`src/vrc_pkg.sv`:
```
package vrc_pkg;

	localparam logic [11:0] VRC_ADDR_CTRL    = 12'h000;
	localparam logic [7:0]  VRC_CTRL_RESET   = 8'h00;
	localparam int          VRC_BIT_POWER    = 7;
	localparam int          VRC_BIT_PIN_OE   = 6;
	localparam int          VRC_BIT_RANGE    = 5;
	localparam int          VRC_BIT_SOURCE   = 4;
	localparam int          VRC_TAP_MSB      = 3;
	localparam int          VRC_TAP_LSB      = 0;
	localparam logic [4:0]  VRC_LOW_DIVISOR  = 5'h18;
	localparam logic [4:0]  VRC_HIGH_DIVISOR = 5'h00;
	localparam logic [4:0]  VRC_HIGH_OFFSET  = 5'h08;

	typedef struct packed {
		logic       ref_power_enable;
		logic       ref_pin_output_enable;
		logic       ref_range_select;
		logic       ref_source_select;
		logic [3:0] ref_tap_value;
	} vrc_ctrl_s;

	// Ladder steering: binary tap numerator over 32 high-range or 24 low-range
	// segments, numerator of the fraction of the span
	typedef struct packed {
		logic       ladder_on;
		logic       pin_connect;
		logic       span_external;
		logic       low_range;
		logic [4:0] tap_numerator;
	} vrc_ladder_s;

endpackage

```
`src/vrc_top.sv`:
```
`timescale 1ns/10ps
//
// How it works
// - Power bit 7 set powers the ladder; clear powers it down.
// - Bit 6 set connects the reference to the output pin while bit 7 is set and port_f_direction is high.
// - Low range: level is tap times span over 24.
// - High range: level is quarter span plus tap times span over 32.
// - Bit 4 picks external reference pins or analog supply as span.
// - Low four bits are unsigned tap value 0 to 15.
// - Reset clears power, pin enable and tap bits.
// - Reset clears range select, choosing the high range.
// - Wake from sleep leaves the control register unchanged.
// - Reference works independently of comparator mode settings.
module vrc_top
	import vrc_pkg::*;
(
	input  wire logic        mclk,
	input  wire logic        rst,
	input  wire logic        psel,
	input  wire logic        penable,
	input  wire logic        pwrite,
	input  wire logic [11:0] paddr,
	input  wire logic [31:0] pwdata,
	input  wire logic [3:0]  pstrb,
	output      logic [31:0] prdata,
	output      logic        pready,
	output      logic        pslverr,
	input  wire logic        port_f_direction,
	output      logic        ladder_power_on,
	output      logic        ref_output_pin_connect,
	output      logic        span_external,
	output      logic        low_range,
	output      logic [4:0]  tap_numerator,
	output      logic [3:0]  ref_tap_value
);

	////////////////////////////////////////////////////////////////////////
	vrc_ctrl_s   ctrl_r;
	vrc_ladder_s ladder_nxt;
	logic        setup;
	logic        hit;

	// Zero-wait slave: pready raised in the access cycle
	assign setup = psel & ~penable;
	assign hit   = (paddr == VRC_ADDR_CTRL);

	// No sleep input exists: sleep and wake never touch ctrl_r
	always_ff @(posedge mclk) begin
		if (rst) begin
			ctrl_r <= vrc_ctrl_s'(VRC_CTRL_RESET);
		end else if (psel && penable && pready && pwrite && hit
			&& pstrb[0]) begin
			ctrl_r <= vrc_ctrl_s'(pwdata[7:0]);
		end
	end

	always_ff @(posedge mclk) begin
		if (rst) begin
			pready  <= 1'b0;
			pslverr <= 1'b0;
			prdata  <= 32'h0000_0000;
		end else begin
			pready  <= setup;
			pslverr <= setup & ~hit;
			if (setup && !pwrite && hit) begin
				prdata <= {24'h00_0000, ctrl_r};
			end else begin
				prdata <= 32'h0000_0000;
			end
		end
	end

	////////////////////////////////////////////////////////////////////////
	vrc_tap_decode u_dec (
		.ctrl   (ctrl_r),
		.ladder (ladder_nxt)
	);

	// Comparator mode is not an input, so it cannot gate the ladder
	always_ff @(posedge mclk) begin
		if (rst) begin
			ladder_power_on        <= 1'b0;
			ref_output_pin_connect <= 1'b0;
			span_external          <= 1'b0;
			low_range              <= 1'b0;
			tap_numerator          <= VRC_HIGH_OFFSET;
			ref_tap_value          <= 4'h0;
		end else begin
			ladder_power_on        <= ladder_nxt.ladder_on;
			// Pin only reached when software left direction as input
			ref_output_pin_connect <= ladder_nxt.pin_connect
				& port_f_direction;
			span_external          <= ladder_nxt.span_external;
			low_range              <= ladder_nxt.low_range;
			tap_numerator          <= ladder_nxt.tap_numerator;
			ref_tap_value          <= ctrl_r.ref_tap_value;
		end
	end

	////////////////////////////////////////////////////////////////////////
	AST_RESET_CLEARS: assert property (@(posedge mclk)
		rst |=> ctrl_r == vrc_ctrl_s'(VRC_CTRL_RESET))
		else $error("Control not cleared by reset");

	AST_RESET_HIGH_RANGE: assert property (@(posedge mclk)
		rst ##1 rst |=> !low_range && tap_numerator == VRC_HIGH_OFFSET)
		else $error("Reset did not select high range");

	AST_POWER_FOLLOWS: assert property (@(posedge mclk) disable iff (rst)
		ladder_power_on == $past(ctrl_r.ref_power_enable))
		else $error("Ladder power does not follow enable bit");

	AST_PIN_CONNECT: assert property (@(posedge mclk) disable iff (rst)
		##1 ref_output_pin_connect == $past(ctrl_r.ref_pin_output_enable
		& ctrl_r.ref_power_enable & port_f_direction))
		else $error("Pin connection wrong");

	AST_LOW_TAP: assert property (@(posedge mclk) disable iff (rst)
		##1 $past(ctrl_r.ref_range_select) |->
		tap_numerator == {1'b0, $past(ctrl_r.ref_tap_value)})
		else $error("Low range tap wrong");

	AST_HIGH_TAP: assert property (@(posedge mclk) disable iff (rst)
		##1 !$past(ctrl_r.ref_range_select) |->
		tap_numerator == 5'h08 + {1'b0, $past(ctrl_r.ref_tap_value)})
		else $error("High range tap wrong");

	AST_SOURCE: assert property (@(posedge mclk) disable iff (rst)
		##1 span_external == $past(ctrl_r.ref_source_select))
		else $error("Source select wrong");

	AST_WRITE_TAKES: assert property (@(posedge mclk) disable iff (rst)
		psel && penable && pready && pwrite && hit && pstrb[0]
		|=> ctrl_r == $past(pwdata[7:0]) ##1
		ref_tap_value == $past(pwdata[3:0], 2))
		else $error("Write not applied");

	AST_HOLD: assert property (@(posedge mclk) disable iff (rst)
		!(psel && penable && pwrite) |=> $stable(ctrl_r))
		else $error("Control changed without write");

	AST_READBACK: assert property (@(posedge mclk) disable iff (rst)
		setup && !pwrite && hit |=> pready && prdata[7:0] == $past(ctrl_r)
		&& prdata[31:8] == 24'h00_0000)
		else $error("Readback wrong");

endmodule

```
`src/vrc_tap_decode.sv`:
```
`timescale 1ns/10ps
module vrc_tap_decode
	import vrc_pkg::*;
(
	input  wire vrc_ctrl_s   ctrl,
	output      vrc_ladder_s ladder
);

	always_comb begin
		ladder.ladder_on     = ctrl.ref_power_enable;
		ladder.pin_connect   = ctrl.ref_power_enable
			& ctrl.ref_pin_output_enable;
		ladder.span_external = ctrl.ref_source_select;
		ladder.low_range     = ctrl.ref_range_select;
		if (ctrl.ref_range_select) begin
			// Level = tap/24 of span
			ladder.tap_numerator = {1'b0, ctrl.ref_tap_value};
		end else begin
			// Level = 8/32 + tap/32 of span
			ladder.tap_numerator = VRC_HIGH_OFFSET
				+ {1'b0, ctrl.ref_tap_value};
		end
	end

endmodule

```
`config.mk`:
```
export PLATFORM = sky130hd
export DESIGN_NAME = vrc_top
export DESIGN_NICKNAME = d
export VERILOG_FILES = /design/src/vrc_pkg.sv /design/src/vrc_top.sv /design/src/vrc_tap_decode.sv
export SDC_FILE = /design/constraint.sdc
export NUM_CORES = 1
export LEC_CHECK = 0
export BUFFER_PORTS_ARGS = -buffer_cell sky130_fd_sc_hd__buf_2
export CAP_MARGIN = 40
export CORE_ASPECT_RATIO = 0.6
export CORE_MARGIN = 2
export CORE_UTILIZATION = 25
export DETAILED_ROUTE_END_ITERATION = 10
export PLACE_DENSITY = 0.58
export SLEW_MARGIN = 5
export SYNTH_ARGS = -nofsm -noshare
export SYNTH_HDL_FRONTEND = slang
export SYNTH_HIERARCHICAL = 1
export SYNTH_SLANG_ARGS = --single-unit
```
`constraint.sdc`:
```
create_clock -name mclk -period 1.6 [get_ports mclk]
set_clock_uncertainty 0.05 [all_clocks]
set_input_delay 0.08 -clock mclk [delete_from_list [all_inputs] [get_ports mclk]]
set_output_delay 0.08 -clock mclk [all_outputs]
set_load 0.01 [all_outputs]
```
==> results.txt, run 1 <==
----------------------------------------------------
[Outcome]
  Outcome ... complete, no violations

[Floorplanning]
  Initial standard-cell utilization of the core ... 26.7%
  Core Area ... 4710 µm²
  Die outline area ... 5620 µm²
  Site row count ... 19
  Number of I/O pins ... roughly 100
  Die W ... 95.5 µm
  Die boundary height ... 58.9 µm

[Clocking]
  Number of hold buffers added after cts ... 1
  CTS tree ... built
  Clock tree root driver cell ... sky130_fd_sc_hd__clkbuf_8
  Clock buffers created by TritonCTS ... 5
  Clock net sink count ... 31
  Clk buf depth ... 2
  Worst-Skew Late Latency ... 0.27 ns
  Number of buffers inserted by post-CTS setup repair ... 0
  Reg clk slew, reported paths ... 0.06 ns
  Total number of H-tree levels ... 2
  Total of cells resized after clock tree synthesis ... 0

[Setup path]
  Number of gates on the worst path with buffers counted ... 4
  Worst setup EP type ... register
  Sort of element at the start of the critical path ... register
  Critical Path Fanout Max ... 5
  Data arrival, critical path ... roughly 1.5 ns
  Worst Path Class, Setup ... reg -> reg
  Capturing instance or port of the critical path ... ctrl_r[2]
  Crit path launch ... pready
  Reg2reg start ... pready
  CP top delay family ... simple AND/OR/NAND/NOR gates
  FF-to-FF End ... ctrl_r[2]
  Sequence of cells on the critical path ... nand3_1 > nor4_4 > buf_4 > mux2_2
  Biggest cell delay along the critical path ... around 0.32 ns
  Setup slack on the worst flop-to-flop path ... about 0.22 ns
  Cell at the slowest stage of the critical path ... sky130_fd_sc_hd__dfxtp_1
  Required time of the critical path ... 1.71 ns
  Buf+Inv Stages, Crit Path ... 1
  Reg2Reg Depth ... 4

[Final layout]
  Number of nets at the end of the flow ... 230
  Layout overhead on the synthesized area ... 25.9%
  Antenna Diode Count ... 0
  Post-Layout Cell Count ... ~240
  Share of layout cells above drive strength 1 ... 38.6%
  Number of fillers in the final layout ... 524

[Timing]
  Endpoints failing setup ... 0
  Final count of hold timing violations ... 0
  Setup_tns ... 0 ns
  Setup repair after global routing missed its margin ... false
  Highest clock rate ... 726 MHz
  Share of the cycle needed by the critical path after routing ... 86.1%
  Number of max-slew violations in the final report ... 0
  Period minus WS final ... between 1 and 1.5 ns

[Logic synthesis]
  Most area-hungry cell type in the Yosys netlist ... sky130_fd_sc_hd__dfxtp_1
  Number of synthesized flops with an enable pin ... 0
  Total of flip-flops plus latches after synthesis ... 31
  Warnings from Yosys ... 6
  Top cells by area in the synthesized netlist ... sky130_fd_sc_hd__dfxtp_1 (49%), sky130_fd_sc_hd__buf_4 (18%), sky130_fd_sc_hd__nor2b_1 (7.5%)
  Cell area after synthesis ... 1250 µm²
  Mean area per synthesized cell ... 10.3 µm²
  Main synth FF type ... sky130_fd_sc_hd__dfxtp_1
  Seq/Total Area, Yosys ... 49.5%
  Distinct cell type count after synthesis ... 18
  Most used standard cells in the synthesized netlist ... sky130_fd_sc_hd__dfxtp_1 (31), sky130_fd_sc_hd__buf_4 (30), sky130_fd_sc_hd__nor2b_1 (15)
  Most numerous cell in the Yosys netlist ... sky130_fd_sc_hd__dfxtp_1
  Post-synth ARST share ... 0%
  Cells after Synth ... between 100 and 150
  Area fraction of the dominant cell type after synthesis ... 49.5%

[Global routing]
  Aggregate global routing overflow ... 0
  Antenna violations before repair ... 0
  First-pass GRT wire length ... 3.37 mm
  Number of global-route vias before repair ... roughly 750
  Maximum number of pins on one net before global-route repair ... 26
  Global-route usage over all layers ... 8.46%

[Detailed routing]
  Vias per std cell ... 3.47
  Routed WL per cell ... approximately 9.4 µm
  Residual DRC ... 0
  Routed Antenna Nets ... 0
  Final wirelength ... about 2.3 mm
  Detailed-router iteration count before antenna repair ... 2
  Total number of vias ... 830
  Drt initial violations ... 10

[Power]
  Power per cell area ... 961 nW/µm²
  Peak VDD IR ... 299 µV
  LEAKAGE ... 0.783 nW

[Hold path]
  Type of the worst min-delay path ... in -> reg

[Placement]
  Final RePlAce weighted congestion ... between 0.7 and 0.8
  Placed Instances ... 230
  Half-perimeter wire length after detailed placement ... 1.72 mm
  Port buffer count ... a little under 50

[Job]
  # Max-Cap Violations ... 0

----------------------------------------------------
==> routing by layer <==
layer  track usage (%)  vias up  routed length (µm)
met5                 0        -                   0
met4              3.67        0                  30
met3              4.35        5                 210
met2              13.1       33                 978
met1              9.95      356                1030
li1                  -      436                   -
==> logic make-up after synthesis <==
| family | synth area share, % |
|---|---|
| fa+ha+maj | 0.997 |
| buf+inv | 19.1 |
| flops | 49.5 |
| mux | 6.78 |
| other cells | 0.299 |
| simple gates | 23.3 |
==> layout make-up <==
class	count	area, µm²	area share (%)
clock buffers	8	100	6.33
inverters	2	7.51	0.475
multi-input cells	80	480	30.4
flip-flops and latches	31	621	39.3
well taps	63	78.8	4.99
repair buffers	55	293	18.5
==> through the flow <==
| step | area [µm²] | hold WS, ns | setup WS (ns) | utilization [%] | total power (W) |
|---|---|---|---|---|---|
| finish | 1580 | 0.0126 | 0.222 | 33.6 | 0.00152 |
| global route | 1580 | 0.00414 | 0.122 | 33.6 | 0.00159 |
| CTS | 1580 | 0.000478 | 0.203 | 33.6 | 0.00156 |
| detailed placement | 1470 | 0.263 | 0.0366 | 31.2 | 0.000878 |
| global placement | 1470 | 0.267 | 0.0438 | 31.2 | 0.000878 |
| floorplan | 1340 | 0.111 | 0.0248 | - | 0.000881 |
==> sequential cells by signal, summed over array words and instances, names as in the netlist <==
signal and flops:
ladder_power_on 1, pready 1, pslverr 1, ref_output_pin_connect 1
ctrl_r 8, span_external 1, prdata 8, ref_tap_value 4
low_range 1, tap_numerator 5
==> worst register-to-register path, delay by kind of cell, from the launching register on <==
family | cells | cell delay (ns)
simple gates | 2 | 0.39
mux | 1 | 0.33
flops | 1 | 0.32
buf+inv | 1 | 0.18
==> layout by cell type, fill, tap and decap left out <==
master / Yosys / routed
sky130_fd_sc_hd__ha_1: 1 / 1
sky130_fd_sc_hd__and2_1: 9 / 9
sky130_fd_sc_hd__nor4_4: 1 / 1
sky130_fd_sc_hd__buf_2: 0 / 49
sky130_fd_sc_hd__dlygate4sd3_1: 0 / 1
sky130_fd_sc_hd__buf_4: 30 / 5
sky130_fd_sc_hd__clkbuf_8: 0 / 7
sky130_fd_sc_hd__nand3_1: 1 / 1
sky130_fd_sc_hd__clkbuf_1: 2 / 1
sky130_fd_sc_hd__mux2_2: 4 / 4
sky130_fd_sc_hd__nand2_1: 4 / 4
sky130_fd_sc_hd__dfxtp_1: 31 / 31
sky130_fd_sc_hd__inv_1: 2 / 2
sky130_fd_sc_hd__conb_1: 1 / 24
sky130_fd_sc_hd__or4_4: 1 / 1
sky130_fd_sc_hd__nor4_1: 3 / 3
sky130_fd_sc_hd__nand2b_1: 8 / 8
sky130_fd_sc_hd__or2_2: 1 / 1
sky130_fd_sc_hd__nor2b_1: 15 / 15
sky130_fd_sc_hd__mux2i_1: 4 / 4
sky130_fd_sc_hd__nor2_1: 4 / 4
==> worst min path at each step <==
stage | start | endpoint | slack, ns | cells after the start
2_1_floorplan | rst | ref_tap_value[0] | 0.11 | 1
3_5_place_dp | port_f_direction | ref_output_pin_connect | 0.26 | 3
3_3_place_gp | port_f_direction | ref_output_pin_connect | 0.27 | 3
6_report | pwdata[4] | ctrl_r[4] | 0.01 | 3
5_1_grt | pwdata[4] | ctrl_r[4] | 0.004 | 3
4_1_cts | pwdata[4] | ctrl_r[4] | 0.0005 | 3
==> power by group <==
group | internal, W | switching, W | total [W]
clock | 0.000392 | 0.000264 | 0.000656
sequential | 0.000774 | 0.000000761 | 0.000775
combinational | 0.0000361 | 0.0000524 | 0.0000884
total | 0.00120 | 0.000317 | 0.00152
Power figures use the tool's default switching activity.
==> run 2: changes to the inputs <==
ABC_AREA = 1   (was not set)
CORE_MARGIN = not set   (was 2)
PLACE_DENSITY = 0.53   (was 0.58)
==> run 2 against run 1 <==
  * Setup slack better by 0.036 ns
  * Sequential power hardly changed
  * Die area is 8.5% higher
  * Combinational power is 22% higher
  * First-iteration DRC count grew to 2.7 times the previous value
  * Power is 4.8% lower
  * Cell count is 28% higher
  * Sequential share of layout area is 4.0 points lower
  * Hold slack better by 0.072 ns
  * Via count is 22% higher
  * Area after synthesis is 15% higher
  * Critical endpoint is now pready
==> results.txt, run 2 <==
----------------------------------------------------
[Logic synthesis]
  Main synth FF type ... sky130_fd_sc_hd__dfxtp_1
  Post-synth ARST share ... 0%
  Cell area after synthesis ... 1450 µm²
  Mean area per synthesized cell ... 8.26 µm²
  Cells after Synth ... 175
  Top cells by area in the synthesized netlist ... sky130_fd_sc_hd__dfxtp_1 (43%), sky130_fd_sc_hd__buf_4 (16%), sky130_fd_sc_hd__inv_1 (9.4%)
  Number of synthesized flops with an enable pin ... 0
  Total of flip-flops plus latches after synthesis ... 31
  Distinct cell type count after synthesis ... 19
  Area fraction of the dominant cell type after synthesis ... 42.9%
  Warnings from Yosys ... 6
  Most numerous cell in the Yosys netlist ... sky130_fd_sc_hd__inv_1
  Synthesized-area fraction occupied by xor and xnor cells ... 0%
  Mux cell area share after synthesis ... 0%
  Most area-hungry cell type in the Yosys netlist ... sky130_fd_sc_hd__dfxtp_1
  Area fraction in and, or, nand and nor cells after synthesis ... 30.2%
  Most used standard cells in the synthesized netlist ... sky130_fd_sc_hd__inv_1 (36), sky130_fd_sc_hd__buf_4 (31), sky130_fd_sc_hd__dfxtp_1 (31)
  Complex-gate fraction of the synthesized area ... 0%
  Arithmetic-cell share of the synthesized area counting full adders, half adders and majority gates ... 0.866%
  Seq/Total Area, Yosys ... around 43%
  Largest family of logic cells by synthesized area ... simple AND/OR/NAND/NOR gates

[Power]
  Peak VDD IR ... 277 µV
  Power per cell area ... 822 nW/µm²
  LEAKAGE ... a little over 0.9 nW

[Setup path]
  Sort of element at the start of the critical path ... input pin
  Reg2Reg Depth ... 6
  Critical Path Fanout Max ... 2
  Required time of the critical path ... 1.76 ns
  Worst Path Class, Setup ... in -> reg
  Worst setup EP type ... register
  Setup slack on the worst flop-to-flop path ... about 0.46 ns
  Data arrival, critical path ... 1.50 ns
  Reg2reg start ... pready
  FF-to-FF End ... ctrl_r[4]

[Hold path]
  Destination of the worst hold path ... ctrl_r[0]
  Count of cells along the worst hold path ... 5
  Launch instance of the worst min-delay path ... pwdata[0]
  Type of the worst min-delay path ... in -> reg

[Final layout]
  Largest registers ... ctrl_r (8), prdata (8), tap_numerator (5)
  Register area ... 621 µm²
  Share of layout cells above drive strength 1 ... roughly 37%
  Number of fillers in the final layout ... 645
  Antenna Diode Count ... 0
  Most common library cell in the layout ignoring fill and taps ... sky130_fd_sc_hd__buf_2
  Final standard cell utilization of the core ... 31.6%
  Commonest cells after routing, fill and taps aside ... sky130_fd_sc_hd__buf_2 (49), sky130_fd_sc_hd__inv_1 (36), sky130_fd_sc_hd__dfxtp_1 (31), sky130_fd_sc_hd__conb_1 (24), sky130_fd_sc_hd__nand2_1 (20)
  Area occupied by multi-input gates ... 539 µm²
  Number of nets at the end of the flow ... 281
  Layout overhead on the synthesized area ... 21.7%

[Timing]
  Share of the cycle needed by the critical path after routing ... 83.8%
  Number of max-slew violations in the final report ... 0
  Highest clock rate ... 746 MHz
  Setup repair after global routing missed its margin ... false
  Minimum hold slack ... 0.0842 ns
  Final count of hold timing violations ... 0
  Period minus WS final ... 1.34 ns
  Endpoints failing setup ... 0
  Setup_tns ... 0 ns

[Placement]
  Final RePlAce weighted congestion ... roughly 0.6
  Port buffer count ... 49
  Half-perimeter wire length after detailed placement ... 1.87 mm

[Clocking]
  Clock tree root driver cell ... sky130_fd_sc_hd__clkbuf_8
  Reg clk slew, reported paths ... ~0.06 ns
  CTS tree ... built
  Clock net sink count ... 31
  Total number of H-tree levels ... 2
  Worst-Skew Late Latency ... 0.27 ns
  Clk buf depth ... 2
  Clock buffers created by TritonCTS ... 5

[Detailed routing]
  Drt initial violations ... 27
  Total number of vias ... 1016
  Routed Antenna Nets ... 0
  Routed WL per cell ... 8.11 µm
  Final wirelength ... 2.49 mm
  Vias per std cell ... between 3 and 4
  Detailed-router iteration count before antenna repair ... 2
  Residual DRC ... 0

[Floorplanning]
  Initial standard-cell utilization of the core ... 25.9%
  Die outline area ... 6100 µm²
  Number of I/O pins ... roughly 100
  Site row count ... 21
  Core Area ... 5570 µm²
  Die boundary height ... 60.9 µm
  Die W ... 100 µm

[Outcome]
  Outcome ... complete, no violations

[Global routing]
  Number of global-route vias before repair ... 798
  Maximum number of pins on one net before global-route repair ... 16
  Antenna violations before repair ... 0
  First-pass GRT wire length ... 3.81 mm
  Aggregate global routing overflow ... 0
  Global-route usage over all layers ... 8.61%

[Job]
  # Max-Cap Violations ... 0

----------------------------------------------------
[run 2: power breakdown]
part           internal, W  total, W  switching, W
combinational    0.0000386  0.000108     0.0000696
sequential        0.000774  0.000775    0.00000125
clock             0.000304  0.000563      0.000258
[run 2: how the worst max path moves through the flow]
stage	end	from	cells after the start
5_1_grt	pready	penable	4
4_1_cts	pready	penable	4
2_1_floorplan	ctrl_r[0]	pready	6
6_report	pready	penable	4
3_5_place_dp	ctrl_r[6]	pready	6
3_3_place_gp	prdata[5]	paddr[3]	7
[run 2: routing by layer]
metal,vias to the layer above,global-route usage (%),share of wire [%]
met5,-,0,0
met4,0,3.11,0.24
met1,417,10.7,48
met3,2,4.26,9.2
li1,557,-,-
met2,40,13.0,43
[run 2: critical path, cell delays in order]
cell and delay, ns:
sky130_fd_sc_hd__dlygate4sd3_1 0.53, sky130_fd_sc_hd__buf_2 0.13, sky130_fd_sc_hd__nor3_2 0.19, sky130_fd_sc_hd__dlygate4sd3_1 0.57
[run 2: what timing repair did]
| action | CTS | global route |
|---|---|---|
| hold endpoints to repair | 2 | 0 |
| setup buffers | 0 | 0 |
| gates resized for setup | 0 | 0 |
| setup endpoints to repair | 0 | 0 |
| hold buffers | 3 | 0 |
[run 2: kinds of logic (layout without fill, tap and decap cells)]
logic type,after synthesis,in the layout
adder cells (fa/ha/maj),1,1
other,1,24
buffers and inverters,68,97
flip-flops,31,31
AND/OR/NAND/NOR,74,74
[run 2: layout make-up]
class                   instances  area share (%)
multi-input cells              99            30.7
repair buffers                 53            16.1
flip-flops and latches         31            35.3
clock buffers                   7            4.34
inverters                      36            7.68
clock inverters                 1           0.284
well taps                      80            5.69
[run 2: stage by stage]
step / setup WS, ns / instances / instance area, µm² / power, W
after floorplan: 0.541 / 198 / 1530 / 0.000894
after global placement: 0.463 / 296 / 1650 / 0.000896
after detailed placement: 0.449 / 296 / 1650 / 0.000896
after CTS: 0.288 / 307 / 1760 / 0.00148
after global routing: 0.206 / 307 / 1760 / 0.00153
final: 0.259 / 307 / 1760 / 0.00145
